File: config.mk
export PLATFORM = sky130hd
export DESIGN_NAME = rotate_carry_and_bit_set
export DESIGN_NICKNAME = d
export VERILOG_FILES = /design/src/pkg/rcbs_pkg.sv /design/src/design/op_classify.sv /design/src/design/rotate_carry_and_bit_set.sv
export VERILOG_INCLUDE_DIRS = /design/src /design/src/pkg
export SDC_FILE = /design/constraint.sdc
export NUM_CORES = 1
export LEC_CHECK = 0
export ABC_AREA = 1
export ABC_CLOCK_PERIOD_IN_PS = 3200
export BUFFER_PORTS_ARGS = -buffer_cell sky130_fd_sc_hd__buf_2
export CELL_PAD_IN_SITES_DETAIL_PLACEMENT = 1
export CELL_PAD_IN_SITES_GLOBAL_PLACEMENT = 2
export CORE_UTILIZATION = 29
export CTS_CLUSTER_DIAMETER = 60
export DETAILED_ROUTE_END_ITERATION = 7
export PLACE_DENSITY_LB_ADDON = 0.1
export SYNTH_ARGS = -nofsm -noshare
export SYNTH_HDL_FRONTEND = slang
export SYNTH_HIERARCHICAL = 1
export SYNTH_SLANG_ARGS = --single-unit
File: constraint.sdc
create_clock -name clk_i -period 3.2 [get_ports clk_i]
set_clock_uncertainty 0.15 [all_clocks]
set_input_delay 0.32 -clock clk_i [delete_from_list [all_inputs] [get_ports clk_i]]
set_output_delay 0.32 -clock clk_i [all_outputs]
set_load 0.005 [all_outputs]
File: src/pkg/rcbs_consts.svh
/*
  Constants for the rotate-through-carry and single-bit-set datapath.
  Assumes the core keeps carry in the top bit of the program status word.
*/
`ifndef RCBS_CONSTS_SVH
`define RCBS_CONSTS_SVH

// ------------------------------------------------------------
// opcode encodings
// ------------------------------------------------------------
`define RCBS_OPC_ROTATE      8'h13
`define RCBS_OPC_SET_CARRY   8'hd3
`define RCBS_OPC_SET_DIRECT  8'hd2

// ------------------------------------------------------------
// field positions, reset values and execute length
// ------------------------------------------------------------
`define RCBS_CARRY_POS       7
`define RCBS_ACC_MSB         7
`define RCBS_ACC_RST         8'h00
`define RCBS_PSW_RST         8'h00
`define RCBS_ADDR_RST        8'h00
`define RCBS_EXEC_CYCLES     1

`endif

File: src/pkg/rcbs_pkg.sv
/*
  Types for the rotate-through-carry and single-bit-set datapath.
  Assumes nothing beyond the constants header.
*/
package rcbs_pkg;

  typedef enum logic [1:0] {
    OP_NONE       = 2'b00,
    OP_ROTATE     = 2'b01,
    OP_SET_CARRY  = 2'b11,
    OP_SET_DIRECT = 2'b10
  } op_kind_e;

  typedef enum logic [1:0] {
    ST_IDLE = 2'b00,
    ST_EXEC = 2'b01,
    ST_DONE = 2'b11
  } exec_state_e;

endpackage : rcbs_pkg

File: src/design/op_classify.sv
/*
  Opcode classifier for the rotate and set-bit datapath.
  Assumes the opcode byte is stable while it is classified.
*/
`timescale 1ns/1ps
`include "rcbs_consts.svh"

module op_classify (
  input  wire logic [7:0]       opcode_i,
  output rcbs_pkg::op_kind_e    kind_o
);

  // ------------------------------------------------------------
  // decode
  // ------------------------------------------------------------
  function automatic rcbs_pkg::op_kind_e classify(input logic [7:0] code);
    rcbs_pkg::op_kind_e k;
    k = rcbs_pkg::OP_NONE;
    case (code)
      `RCBS_OPC_ROTATE:     k = rcbs_pkg::OP_ROTATE;
      `RCBS_OPC_SET_CARRY:  k = rcbs_pkg::OP_SET_CARRY;
      `RCBS_OPC_SET_DIRECT: k = rcbs_pkg::OP_SET_DIRECT;
      default:              k = rcbs_pkg::OP_NONE;
    endcase
    return k;
  endfunction : classify

  assign kind_o = classify(opcode_i);

endmodule : op_classify

File: src/design/rotate_carry_and_bit_set.sv
/*
  Execution datapath for rotate-right-through-carry and set-single-bit.
  Assumes the decoder presents one request at a time with ready_o high,
  and that the accumulator, status word and bit storage take the write
  strobes in the cycle they are shown.
*/
`timescale 1ns/1ps
`include "rcbs_consts.svh"

module rotate_carry_and_bit_set (
  input  wire logic       clk_i,
  input  wire logic       srst_i,
  input  wire logic       op_valid_i,
  input  wire logic [7:0] opcode_i,
  input  wire logic [7:0] bit_addr_i,
  input  wire logic [7:0] acc_i,
  input  wire logic [7:0] psw_i,
  output logic            ready_o,
  output logic [7:0]      acc_o,
  output logic            acc_we_o,
  output logic [7:0]      psw_o,
  output logic            psw_we_o,
  output logic [7:0]      bit_addr_o,
  output logic            bit_data_o,
  output logic            bit_we_o,
  output logic            done_o,
  output logic            unknown_op_o
);

  // ------------------------------------------------------------
  // request capture
  // ------------------------------------------------------------
  rcbs_pkg::exec_state_e state_reg;
  rcbs_pkg::exec_state_e state_next;
  rcbs_pkg::op_kind_e    in_kind;
  rcbs_pkg::op_kind_e    kind_reg;
  logic [7:0]            acc_cap_reg;
  logic [7:0]            psw_cap_reg;
  logic [7:0]            addr_cap_reg;
  logic                  take;

  op_classify u_classify (
    .opcode_i (opcode_i),
    .kind_o   (in_kind)
  );

  // a new request is only taken in idle; the decoder must hold it otherwise
  assign take = op_valid_i && ready_o;

  always_ff @(posedge clk_i) begin
    if (srst_i) begin
      kind_reg     <= rcbs_pkg::OP_NONE;
      acc_cap_reg  <= `RCBS_ACC_RST;
      psw_cap_reg  <= `RCBS_PSW_RST;
      addr_cap_reg <= `RCBS_ADDR_RST;
    end else if (take) begin
      kind_reg     <= in_kind;
      acc_cap_reg  <= acc_i;
      psw_cap_reg  <= psw_i;
      addr_cap_reg <= bit_addr_i;
    end
  end

  // ------------------------------------------------------------
  // sequencer
  // ------------------------------------------------------------
  always_comb begin
    state_next = state_reg;
    case (state_reg)
      rcbs_pkg::ST_IDLE: if (take) state_next = rcbs_pkg::ST_EXEC;
      rcbs_pkg::ST_EXEC: state_next = rcbs_pkg::ST_DONE;
      rcbs_pkg::ST_DONE: state_next = rcbs_pkg::ST_IDLE;
      default:           state_next = rcbs_pkg::ST_IDLE;
    endcase
  end

  always_ff @(posedge clk_i) begin
    if (srst_i) begin
      state_reg <= rcbs_pkg::ST_IDLE;
    end else begin
      state_reg <= state_next;
    end
  end

  // ------------------------------------------------------------
  // rotate path
  // ------------------------------------------------------------
  logic [7:0] rot_acc;
  logic [7:0] rot_psw;
  logic       old_carry;

  assign old_carry = psw_cap_reg[`RCBS_CARRY_POS];

  // nine-bit ring: carry sits above bit 7 and below bit 0
  genvar gi;
  generate
    for (gi = 0; gi < `RCBS_ACC_MSB; gi++) begin : g_shift
      assign rot_acc[gi] = acc_cap_reg[gi+1];
    end
  endgenerate
  assign rot_acc[`RCBS_ACC_MSB] = old_carry;

  // only the carry position is replaced; all other flags pass through
  assign rot_psw = (psw_cap_reg & ~(8'h01 << `RCBS_CARRY_POS))
                 | ({7'h00, acc_cap_reg[0]} << `RCBS_CARRY_POS);

  // ------------------------------------------------------------
  // set-bit path
  // ------------------------------------------------------------
  logic [7:0] set_psw;
  assign set_psw = psw_cap_reg | (8'h01 << `RCBS_CARRY_POS);

  // ------------------------------------------------------------
  // result select
  // ------------------------------------------------------------
  logic       exec;
  logic       is_rot;
  logic       is_setc;
  logic       is_setd;
  logic       is_none;
  logic [7:0] acc_next;
  logic       acc_we_next;
  logic [7:0] psw_next;
  logic       psw_we_next;
  logic [7:0] addr_next;
  logic       bit_data_next;
  logic       bit_we_next;
  logic       done_next;
  logic       unknown_next;
  logic       ready_next;

  assign exec    = (state_reg == rcbs_pkg::ST_EXEC);
  assign is_rot  = exec && (kind_reg == rcbs_pkg::OP_ROTATE);
  assign is_setc = exec && (kind_reg == rcbs_pkg::OP_SET_CARRY);
  assign is_setd = exec && (kind_reg == rcbs_pkg::OP_SET_DIRECT);
  assign is_none = exec && (kind_reg == rcbs_pkg::OP_NONE);

  assign acc_next      = is_rot ? rot_acc : acc_o;
  assign acc_we_next   = is_rot;
  assign psw_next      = is_rot ? rot_psw : (is_setc ? set_psw : psw_o);
  assign psw_we_next   = is_rot || is_setc;
  // direct target goes to bit storage, which drives port latches itself
  assign addr_next     = is_setd ? addr_cap_reg : bit_addr_o;
  assign bit_data_next = is_setd || bit_data_o;
  assign bit_we_next   = is_setd;
  assign done_next     = exec;
  assign unknown_next  = is_none;
  assign ready_next    = (state_next == rcbs_pkg::ST_IDLE);

  // ------------------------------------------------------------
  // output registers
  // ------------------------------------------------------------
  always_ff @(posedge clk_i) begin
    if (srst_i) begin
      acc_o        <= `RCBS_ACC_RST;
      acc_we_o     <= 1'b0;
      psw_o        <= `RCBS_PSW_RST;
      psw_we_o     <= 1'b0;
      bit_addr_o   <= `RCBS_ADDR_RST;
      bit_data_o   <= 1'b0;
      bit_we_o     <= 1'b0;
      done_o       <= 1'b0;
      unknown_op_o <= 1'b0;
      ready_o      <= 1'b1;
    end else begin
      acc_o        <= acc_next;
      acc_we_o     <= acc_we_next;
      psw_o        <= psw_next;
      psw_we_o     <= psw_we_next;
      bit_addr_o   <= addr_next;
      bit_data_o   <= bit_data_next;
      bit_we_o     <= bit_we_next;
      done_o       <= done_next;
      unknown_op_o <= unknown_next;
      ready_o      <= ready_next;
    end
  end

  // ------------------------------------------------------------
  // checks
  // ------------------------------------------------------------
  // set-bit never clears the data line once driven; it stays one until reset
  rotate_ring_a: assert property (@(posedge clk_i) disable iff (srst_i)
    take && in_kind == rcbs_pkg::OP_ROTATE |-> ##2
      acc_we_o && acc_o[6:0] == $past(acc_i[7:1], 2))
    else $error("rotate did not shift accumulator right");

  carry_in_a: assert property (@(posedge clk_i) disable iff (srst_i)
    take && in_kind == rcbs_pkg::OP_ROTATE |-> ##2
      acc_o[7] == $past(psw_i[`RCBS_CARRY_POS], 2)
      && psw_o[`RCBS_CARRY_POS] == $past(acc_i[0], 2))
    else $error("carry and bit exchange wrong on rotate");

  rot_flags_a: assert property (@(posedge clk_i) disable iff (srst_i)
    take && in_kind == rcbs_pkg::OP_ROTATE |-> ##2
      psw_we_o && ((psw_o ^ $past(psw_i, 2)) & ~(8'h01 << `RCBS_CARRY_POS)) == 8'h00)
    else $error("rotate altered a non-carry flag");

  set_carry_a: assert property (@(posedge clk_i) disable iff (srst_i)
    take && in_kind == rcbs_pkg::OP_SET_CARRY |-> ##2
      psw_we_o && psw_o[`RCBS_CARRY_POS] && !acc_we_o && !bit_we_o)
    else $error("carry set-bit failed");

  set_direct_a: assert property (@(posedge clk_i) disable iff (srst_i)
    take && in_kind == rcbs_pkg::OP_SET_DIRECT |-> ##2
      bit_we_o && bit_data_o && bit_addr_o == $past(bit_addr_i, 2) && !psw_we_o)
    else $error("direct set-bit write wrong");

  set_flags_a: assert property (@(posedge clk_i) disable iff (srst_i)
    take && in_kind == rcbs_pkg::OP_SET_CARRY |-> ##2
      ((psw_o ^ $past(psw_i, 2)) & ~(8'h01 << `RCBS_CARRY_POS)) == 8'h00)
    else $error("set-bit altered another flag");

  decode_known_a: assert property (@(posedge clk_i) disable iff (srst_i)
    take && opcode_i != `RCBS_OPC_ROTATE && opcode_i != `RCBS_OPC_SET_CARRY
      && opcode_i != `RCBS_OPC_SET_DIRECT |-> ##2
      unknown_op_o && !acc_we_o && !psw_we_o && !bit_we_o)
    else $error("unknown opcode caused a write");

  busy_window_a: assert property (@(posedge clk_i) disable iff (srst_i)
    take |=> !ready_o ##1 (!ready_o && done_o) ##1 ready_o)
    else $error("ready sequence wrong");

  cover_rotate_c: cover property (@(posedge clk_i) disable iff (srst_i)
    take && in_kind == rcbs_pkg::OP_ROTATE ##2 acc_we_o);
  cover_setc_c: cover property (@(posedge clk_i) disable iff (srst_i)
    take && in_kind == rcbs_pkg::OP_SET_CARRY ##2 psw_we_o);
  cover_setd_c: cover property (@(posedge clk_i) disable iff (srst_i)
    take && in_kind == rcbs_pkg::OP_SET_DIRECT ##2 bit_we_o);
  cover_b2b_c: cover property (@(posedge clk_i) disable iff (srst_i)
    take ##3 take);

endmodule : rotate_carry_and_bit_set

=== Word level (Yosys, flattened, before mapping) ===
Index checks and enable logic that the tools add are counted.

* Logic and storage cells: 39
* Flip-flop bits (word level): 59
* Input bits: 35

* Bitwise logic cells: 1
* Mux-type cells: 5
* Reduce and logical (&&, ||, !) cells: 11
* Equal/unequal tests: 7

{| class="wikitable"
|+ Operator list
! cell !! count
|-
| 8-bit equality test, second input constant || 2
|-
| 8-bit two-way mux || 2
|-
| 8-bit by 5-bit equality test with 1-bit output, second input constant || 1
|-
| 7-bit by 8-bit bitwise OR with 8-bit output || 1
|-
| 2-bit zero test || 3
|-
| 2-bit one-hot mux with 3 select lines || 1
|-
| 1-bit logical AND || 5
|-
| 2-bit by 1-bit equality test with 1-bit output, second input constant || 2
|-
| 2-bit equality test, second input constant || 2
|-
| 2-bit one-hot mux with 2 select lines || 1
|-
| 1-bit logical OR || 2
|-
| 2-bit two-way mux || 1
|-
| 2-bit nonzero test || 1
|}

=== Logic depth before layout (Yosys ltp) ===
* Depth in word-level cells: 4
* Gate-level depth with buffers: 7
* Mapped depth without buffers: 7

=== Hierarchy ===
The synthesis kept the hierarchy.

{| class="wikitable"
|+ Modules (own cells, without submodules)
! module !! sequential area each (sq um) !! cells an instance !! area each (sq um) !! instances
|-
| rotate_carry_and_bit_set || 1161.1 || 263 || 2070.7 || 1
|-
| op_classify || 0.0 || 18 || 75.1 || 1
|}

=== Least setup slack after synthesis ===
Ideal clock, no wire load.

* Path kind: reg-to-reg
* Start point: register state_reg[0]
* End point: register acc_o[0]
* Data required time: 2.937 ns
* Path slack: 2.036 ns
* Data arrival time: 0.902 ns
* Buffers on the path: 1
* Clock period less this slack: 1.164 ns
* Cell stages (with the launch flop): 7
* Cell sequence: dfxtp_1 -> inv_2 -> nor2_4 -> buf_2 -> nand3_1 -> nand2_1 -> nor2_1

* Longest elaborated chain between the ends: 2

{| class="wikitable"
|+ Ends and longest elaborated chain
! element !! line !! text
|-
| from (decl) || rotate_carry_and_bit_set.sv:33 || <nowiki>rcbs_pkg::exec_state_e state_reg;</nowiki>
|-
| from (signal assigned) || rotate_carry_and_bit_set.sv:79 || <nowiki>state_reg <= rcbs_pkg::ST_IDLE;</nowiki>
|-
| from (signal assigned) || rotate_carry_and_bit_set.sv:81 || <nowiki>state_reg <= state_next;</nowiki>
|-
| 2-bit by 1-bit equality test with 1-bit output || rotate_carry_and_bit_set.sv:132 || <nowiki>assign exec = (state_reg == rcbs_pkg::ST_EXEC);</nowiki>
|-
| 1-bit logical AND || rotate_carry_and_bit_set.sv:133 || <nowiki>assign is_rot = exec && (kind_reg == rcbs_pkg::OP_ROTATE);</nowiki>
|-
| to (signal assigned) || rotate_carry_and_bit_set.sv:155 || <nowiki>acc_o <= `RCBS_ACC_RST;</nowiki>
|-
| to (signal assigned) || rotate_carry_and_bit_set.sv:166 || <nowiki>acc_o <= acc_next;</nowiki>
|-
| to (decl) || rotate_carry_and_bit_set.sv:19 || <nowiki>output logic [7:0] acc_o,</nowiki>
|}

No other way between the ends.
A chain may end at the register's enable or synchronous reset.

=== Worst setup path after layout ===
* Start point: register kind_reg[0]
* End point: register acc_o[6]

* Longest elaborated chain between the ends: 2

{| class="wikitable"
|+ Ends and longest elaborated chain
! element !! line !! text
|-
| from (decl) || rotate_carry_and_bit_set.sv:36 || <nowiki>rcbs_pkg::op_kind_e kind_reg;</nowiki>
|-
| from (signal assigned) || rotate_carry_and_bit_set.sv:52 || <nowiki>kind_reg <= rcbs_pkg::OP_NONE;</nowiki>
|-
| from (signal assigned) || rotate_carry_and_bit_set.sv:57 || <nowiki>kind_reg <= in_kind;</nowiki>
|-
| 2-bit by 1-bit equality test with 1-bit output || rotate_carry_and_bit_set.sv:133 ||
|-
| 1-bit logical AND || rotate_carry_and_bit_set.sv:133 ||
|}

No other way between the ends.

==> results by group <==
Clock tree
  • Post-cts resize count: 0
  • Clock transition time at the flip-flop clock pins of the worst setup and hold paths: 60 ps
  • Clock sink total: 58
  • CTS tree: yes
  • H-Tree Depth: 3
  • Clock latency reported for the late side of the worst-skew pair: 330 ps
  • Number of setup buffers added after CTS: 0
  • Number of buffers inserted during clock tree synthesis: 9
  • Clock Path Buffers: 2
  • # hold bufs at CTS: 0
  • CTS Root Buffer Type: sky130_fd_sc_hd__clkbuf_8

Timing
  • Fin Hold WS: 90.9 ps
  • Final slew viol count: 0
  • Smallest setup slack after layout: 1370 ps
  • Highest clock rate: 545 MHz
  • Final TNS setup: 0 ps
  • Max-slew headroom at the worst pin: 50.1%
  • Period utilization: 57.3%
  • Final hold violations: 0
  • Setup repair after global routing missed its margin: no
  • Final period demand of the worst path: 1830 ps
  • Setup violators final: 0
  • Transition time at the pin with the least slew margin: 746 ps

Pwr
  • Relative contribution of combinational cells to total power: 9.9%
  • Proportion of power drawn by the clock network: 40.8%
  • Switching power: 395 uW
  • Total design power: 1.59 mW
  • Reported leakage power: 1.25 nW
  • Power Internal: 1.20 mW
  • Power per unit of standard cell area: 583 nW/um2
  • Worst VDD drop: 225 uV
  • Proportion of total power due to net switching: 24.8%
  • Seq pwr share: 49.3%

Setup path
  • Series of cell instances along the critical path: inv_1 > nor2_1 > nand3_1 > nand2_1 > nor2_1
  • Worst path buffer plus inverter count: 1
  • Arrival time reported for the critical path endpoint: 1910 ps
  • Category of the critical setup timing path: register to register
  • Largest fanout of any net on the critical path: 12
  • Delay contributed by the slowest stage of the critical path: 610 ps
  • Slowest stage cell, crit path: sky130_fd_sc_hd__dfxtp_1
  • Cell family with most CP delay: simple AND/OR/NAND/NOR gates
  • Kind of start point of the critical path: register
  • Data required time of the worst path: 3270 ps
  • Worst Setup End Kind: register
  • Dominant cell type by count on the critical path: sky130_fd_sc_hd__nor2_1
  • Start of the worst register-to-register path: kind_reg[0]$_SDFFE_PP0P_
  • Worst reg2reg setup slack: 1370 ps
  • Worst reg2reg path depth: 5
  • Reg2reg end: acc_o[6]$_SDFFE_PP0P_

Placed design
  • Post-Place Setup Slack: 1210 ps
  • Count of buffers inserted at the top-level ports: 65
  • Cell area after placement: 2540 um2
  • Cell count after placement: 431
  • Post-detailed-placement half-perimeter wirelength: 3.75 mm
  • Gpl congestion: 0.691

Die
  • Area of the die: 7750 um2
  • Core Footprint: 6980 um2
  • IO Pins: 66
  • Core Rows: 30
  • Chip Height: 88.0 um
  • Overall die width: 88.0 um
  • Starting density of the core: 30.7%

Drt
  • Total iterations of the first detailed-routing run: 4
  • Number of design-rule violations left by the first detailed-router iteration: 58
  • Routed wire length per instance: 11.8 um
  • Post-route DRC: 0
  • Number of vias after detailed routing: 1939
  • Final routed wirelength across all metal layers: 5.26 mm
  • Routed Antenna Nets: 0
  • Drt via density: 4.35

Synth
  • Share of synthesized area occupied by flip-flops and latches: 54.1%
  • Netlist area before placement: 2150 um2
  • Post-synth cell types: 17
  • Number of storage elements in the synthesis netlist: 58
  • Mapped Nets: 316
  • Yosys Warn Count: 6
  • Average cell area after synthesis: 7.64 um2
  • Post-synthesis cell count: 281

Final layout
  • Final net count: 381
  • Diodes inserted: 0
  • Number of inserted filler cells in the final layout: 902
  • Most common cell after layout, fill and taps aside: sky130_fd_sc_hd__buf_2
  • Post-route cell area: 2730 um2
  • Final Util: 39.1%
  • Fraction of final layout cells sized beyond drive strength 1: 25.4%
  • Final non-filler cell total: 446
  • Post-synthesis to final-layout area growth: 27.1%
  • Most frequent cells in the layout: sky130_fd_sc_hd__buf_2, sky130_fd_sc_hd__dfxtp_1, sky130_fd_sc_hd__nor2_1

Outcome
  • Run status: complete, no violations

Global route
  • Vias in the first global route: 1836
  • Largest net degree at the start of global routing: 47
  • Total Routing Usage GR: 15.3%
  • Antenna violations before repair: 1
  • Wire length of the first global-routing pass: 8.82 mm
  • Overflow left after global routing: 0

Min path
  • Worst min path class: input pin to register
  • Min-delay src: psw_i[2]
  • Hold path endpoint: psw_cap_reg[2]$_SDFFE_PP0P_
  • Cell depth of the worst min-delay path: 3

Run
  • Max cap viols: 0
## worst max-delay path by stage
stage	start	endpoint	slack, ps	cells after the start
6_report	kind_reg[0]$_SDFFE_PP0P_	acc_o[6]$_SDFFE_PP0P_	1370	5
5_1_grt	kind_reg[0]$_SDFFE_PP0P_	acc_o[6]$_SDFFE_PP0P_	1130	5
4_1_cts	kind_reg[0]$_SDFFE_PP0P_	acc_o[6]$_SDFFE_PP0P_	1330	5
3_5_place_dp	srst_i	acc_cap_reg[4]$_SDFFE_PP0P_	1210	5
3_3_place_gp	srst_i	kind_reg[1]$_SDFFE_PP0P_	1250	5
2_1_floorplan	state_reg[0]$_SDFF_PP0_	acc_o[0]$_SDFFE_PP0P_	2040	6
## power groups by stage
stage,registers [mW],clock network [mW],logic (mW)
after floorplan,0.795,0,0.106
after detailed placement,0.800,0,0.161
after global placement,0.799,0,0.158
final,0.783,0.649,0.157
after CTS,0.784,0.670,0.162
after global routing,0.788,0.700,0.185
## cells in the mapped netlist
library cell / count / area [um2]
sky130_fd_sc_hd__nor2_4: 2 / 22.5
sky130_fd_sc_hd__nand2_1: 36 / 135
sky130_fd_sc_hd__a21oi_1: 25 / 125
sky130_fd_sc_hd__nand3_1: 25 / 125
sky130_fd_sc_hd__nand2_2: 3 / 18.8
sky130_fd_sc_hd__inv_1: 28 / 105
sky130_fd_sc_hd__nand3_2: 1 / 10.0
sky130_fd_sc_hd__nor3_1: 4 / 20.0
sky130_fd_sc_hd__inv_2: 1 / 3.75
sky130_fd_sc_hd__buf_2: 3 / 15.0
sky130_fd_sc_hd__clkinv_1: 1 / 3.75
sky130_fd_sc_hd__dfxtp_1: 58 / 1160
sky130_fd_sc_hd__nor2_2: 3 / 18.8
sky130_fd_sc_hd__clkbuf_1: 7 / 26.3
sky130_fd_sc_hd__o21ai_0: 26 / 130
sky130_fd_sc_hd__nor2_1: 56 / 210
sky130_fd_sc_hd__buf_4: 2 / 15.0
## cell type report
class                           count  area [um2]  area share [%]
Clock buffer                       12         145            5.32
Sequential cell                    58        1160            42.6
Multi-Input combinational cell    181         816            29.9
Clock inverter                      3        40.0            1.47
Timing Repair Buffer               66         333            12.2
Inverter                           30         113            4.13
Tap cell                           96         120            4.40
## worst reg2reg max path: cells and delay by family (launching register included)
family	cells	cell delay (ps)
simple gates	4	820
flops	1	610
buf+inv	1	160
## routing by layer
layer	GRT usage, %	wire (um)	vias up
met5	0	10	-
met4	8.80	124	2
met3	3.96	225	12
met2	23.2	2290	40
met1	19.7	2610	865
li1	-	-	1020
## cells by family after synthesis
family | after synthesis | synth area share, %
DFF | 58 | 54.1
buffers and inverters | 42 | 7.87
and+or+nand+nor | 130 | 26.1
AOI/OAI and AO/OA | 51 | 11.9
Note: power is estimated with default switching activity, not from simulation.
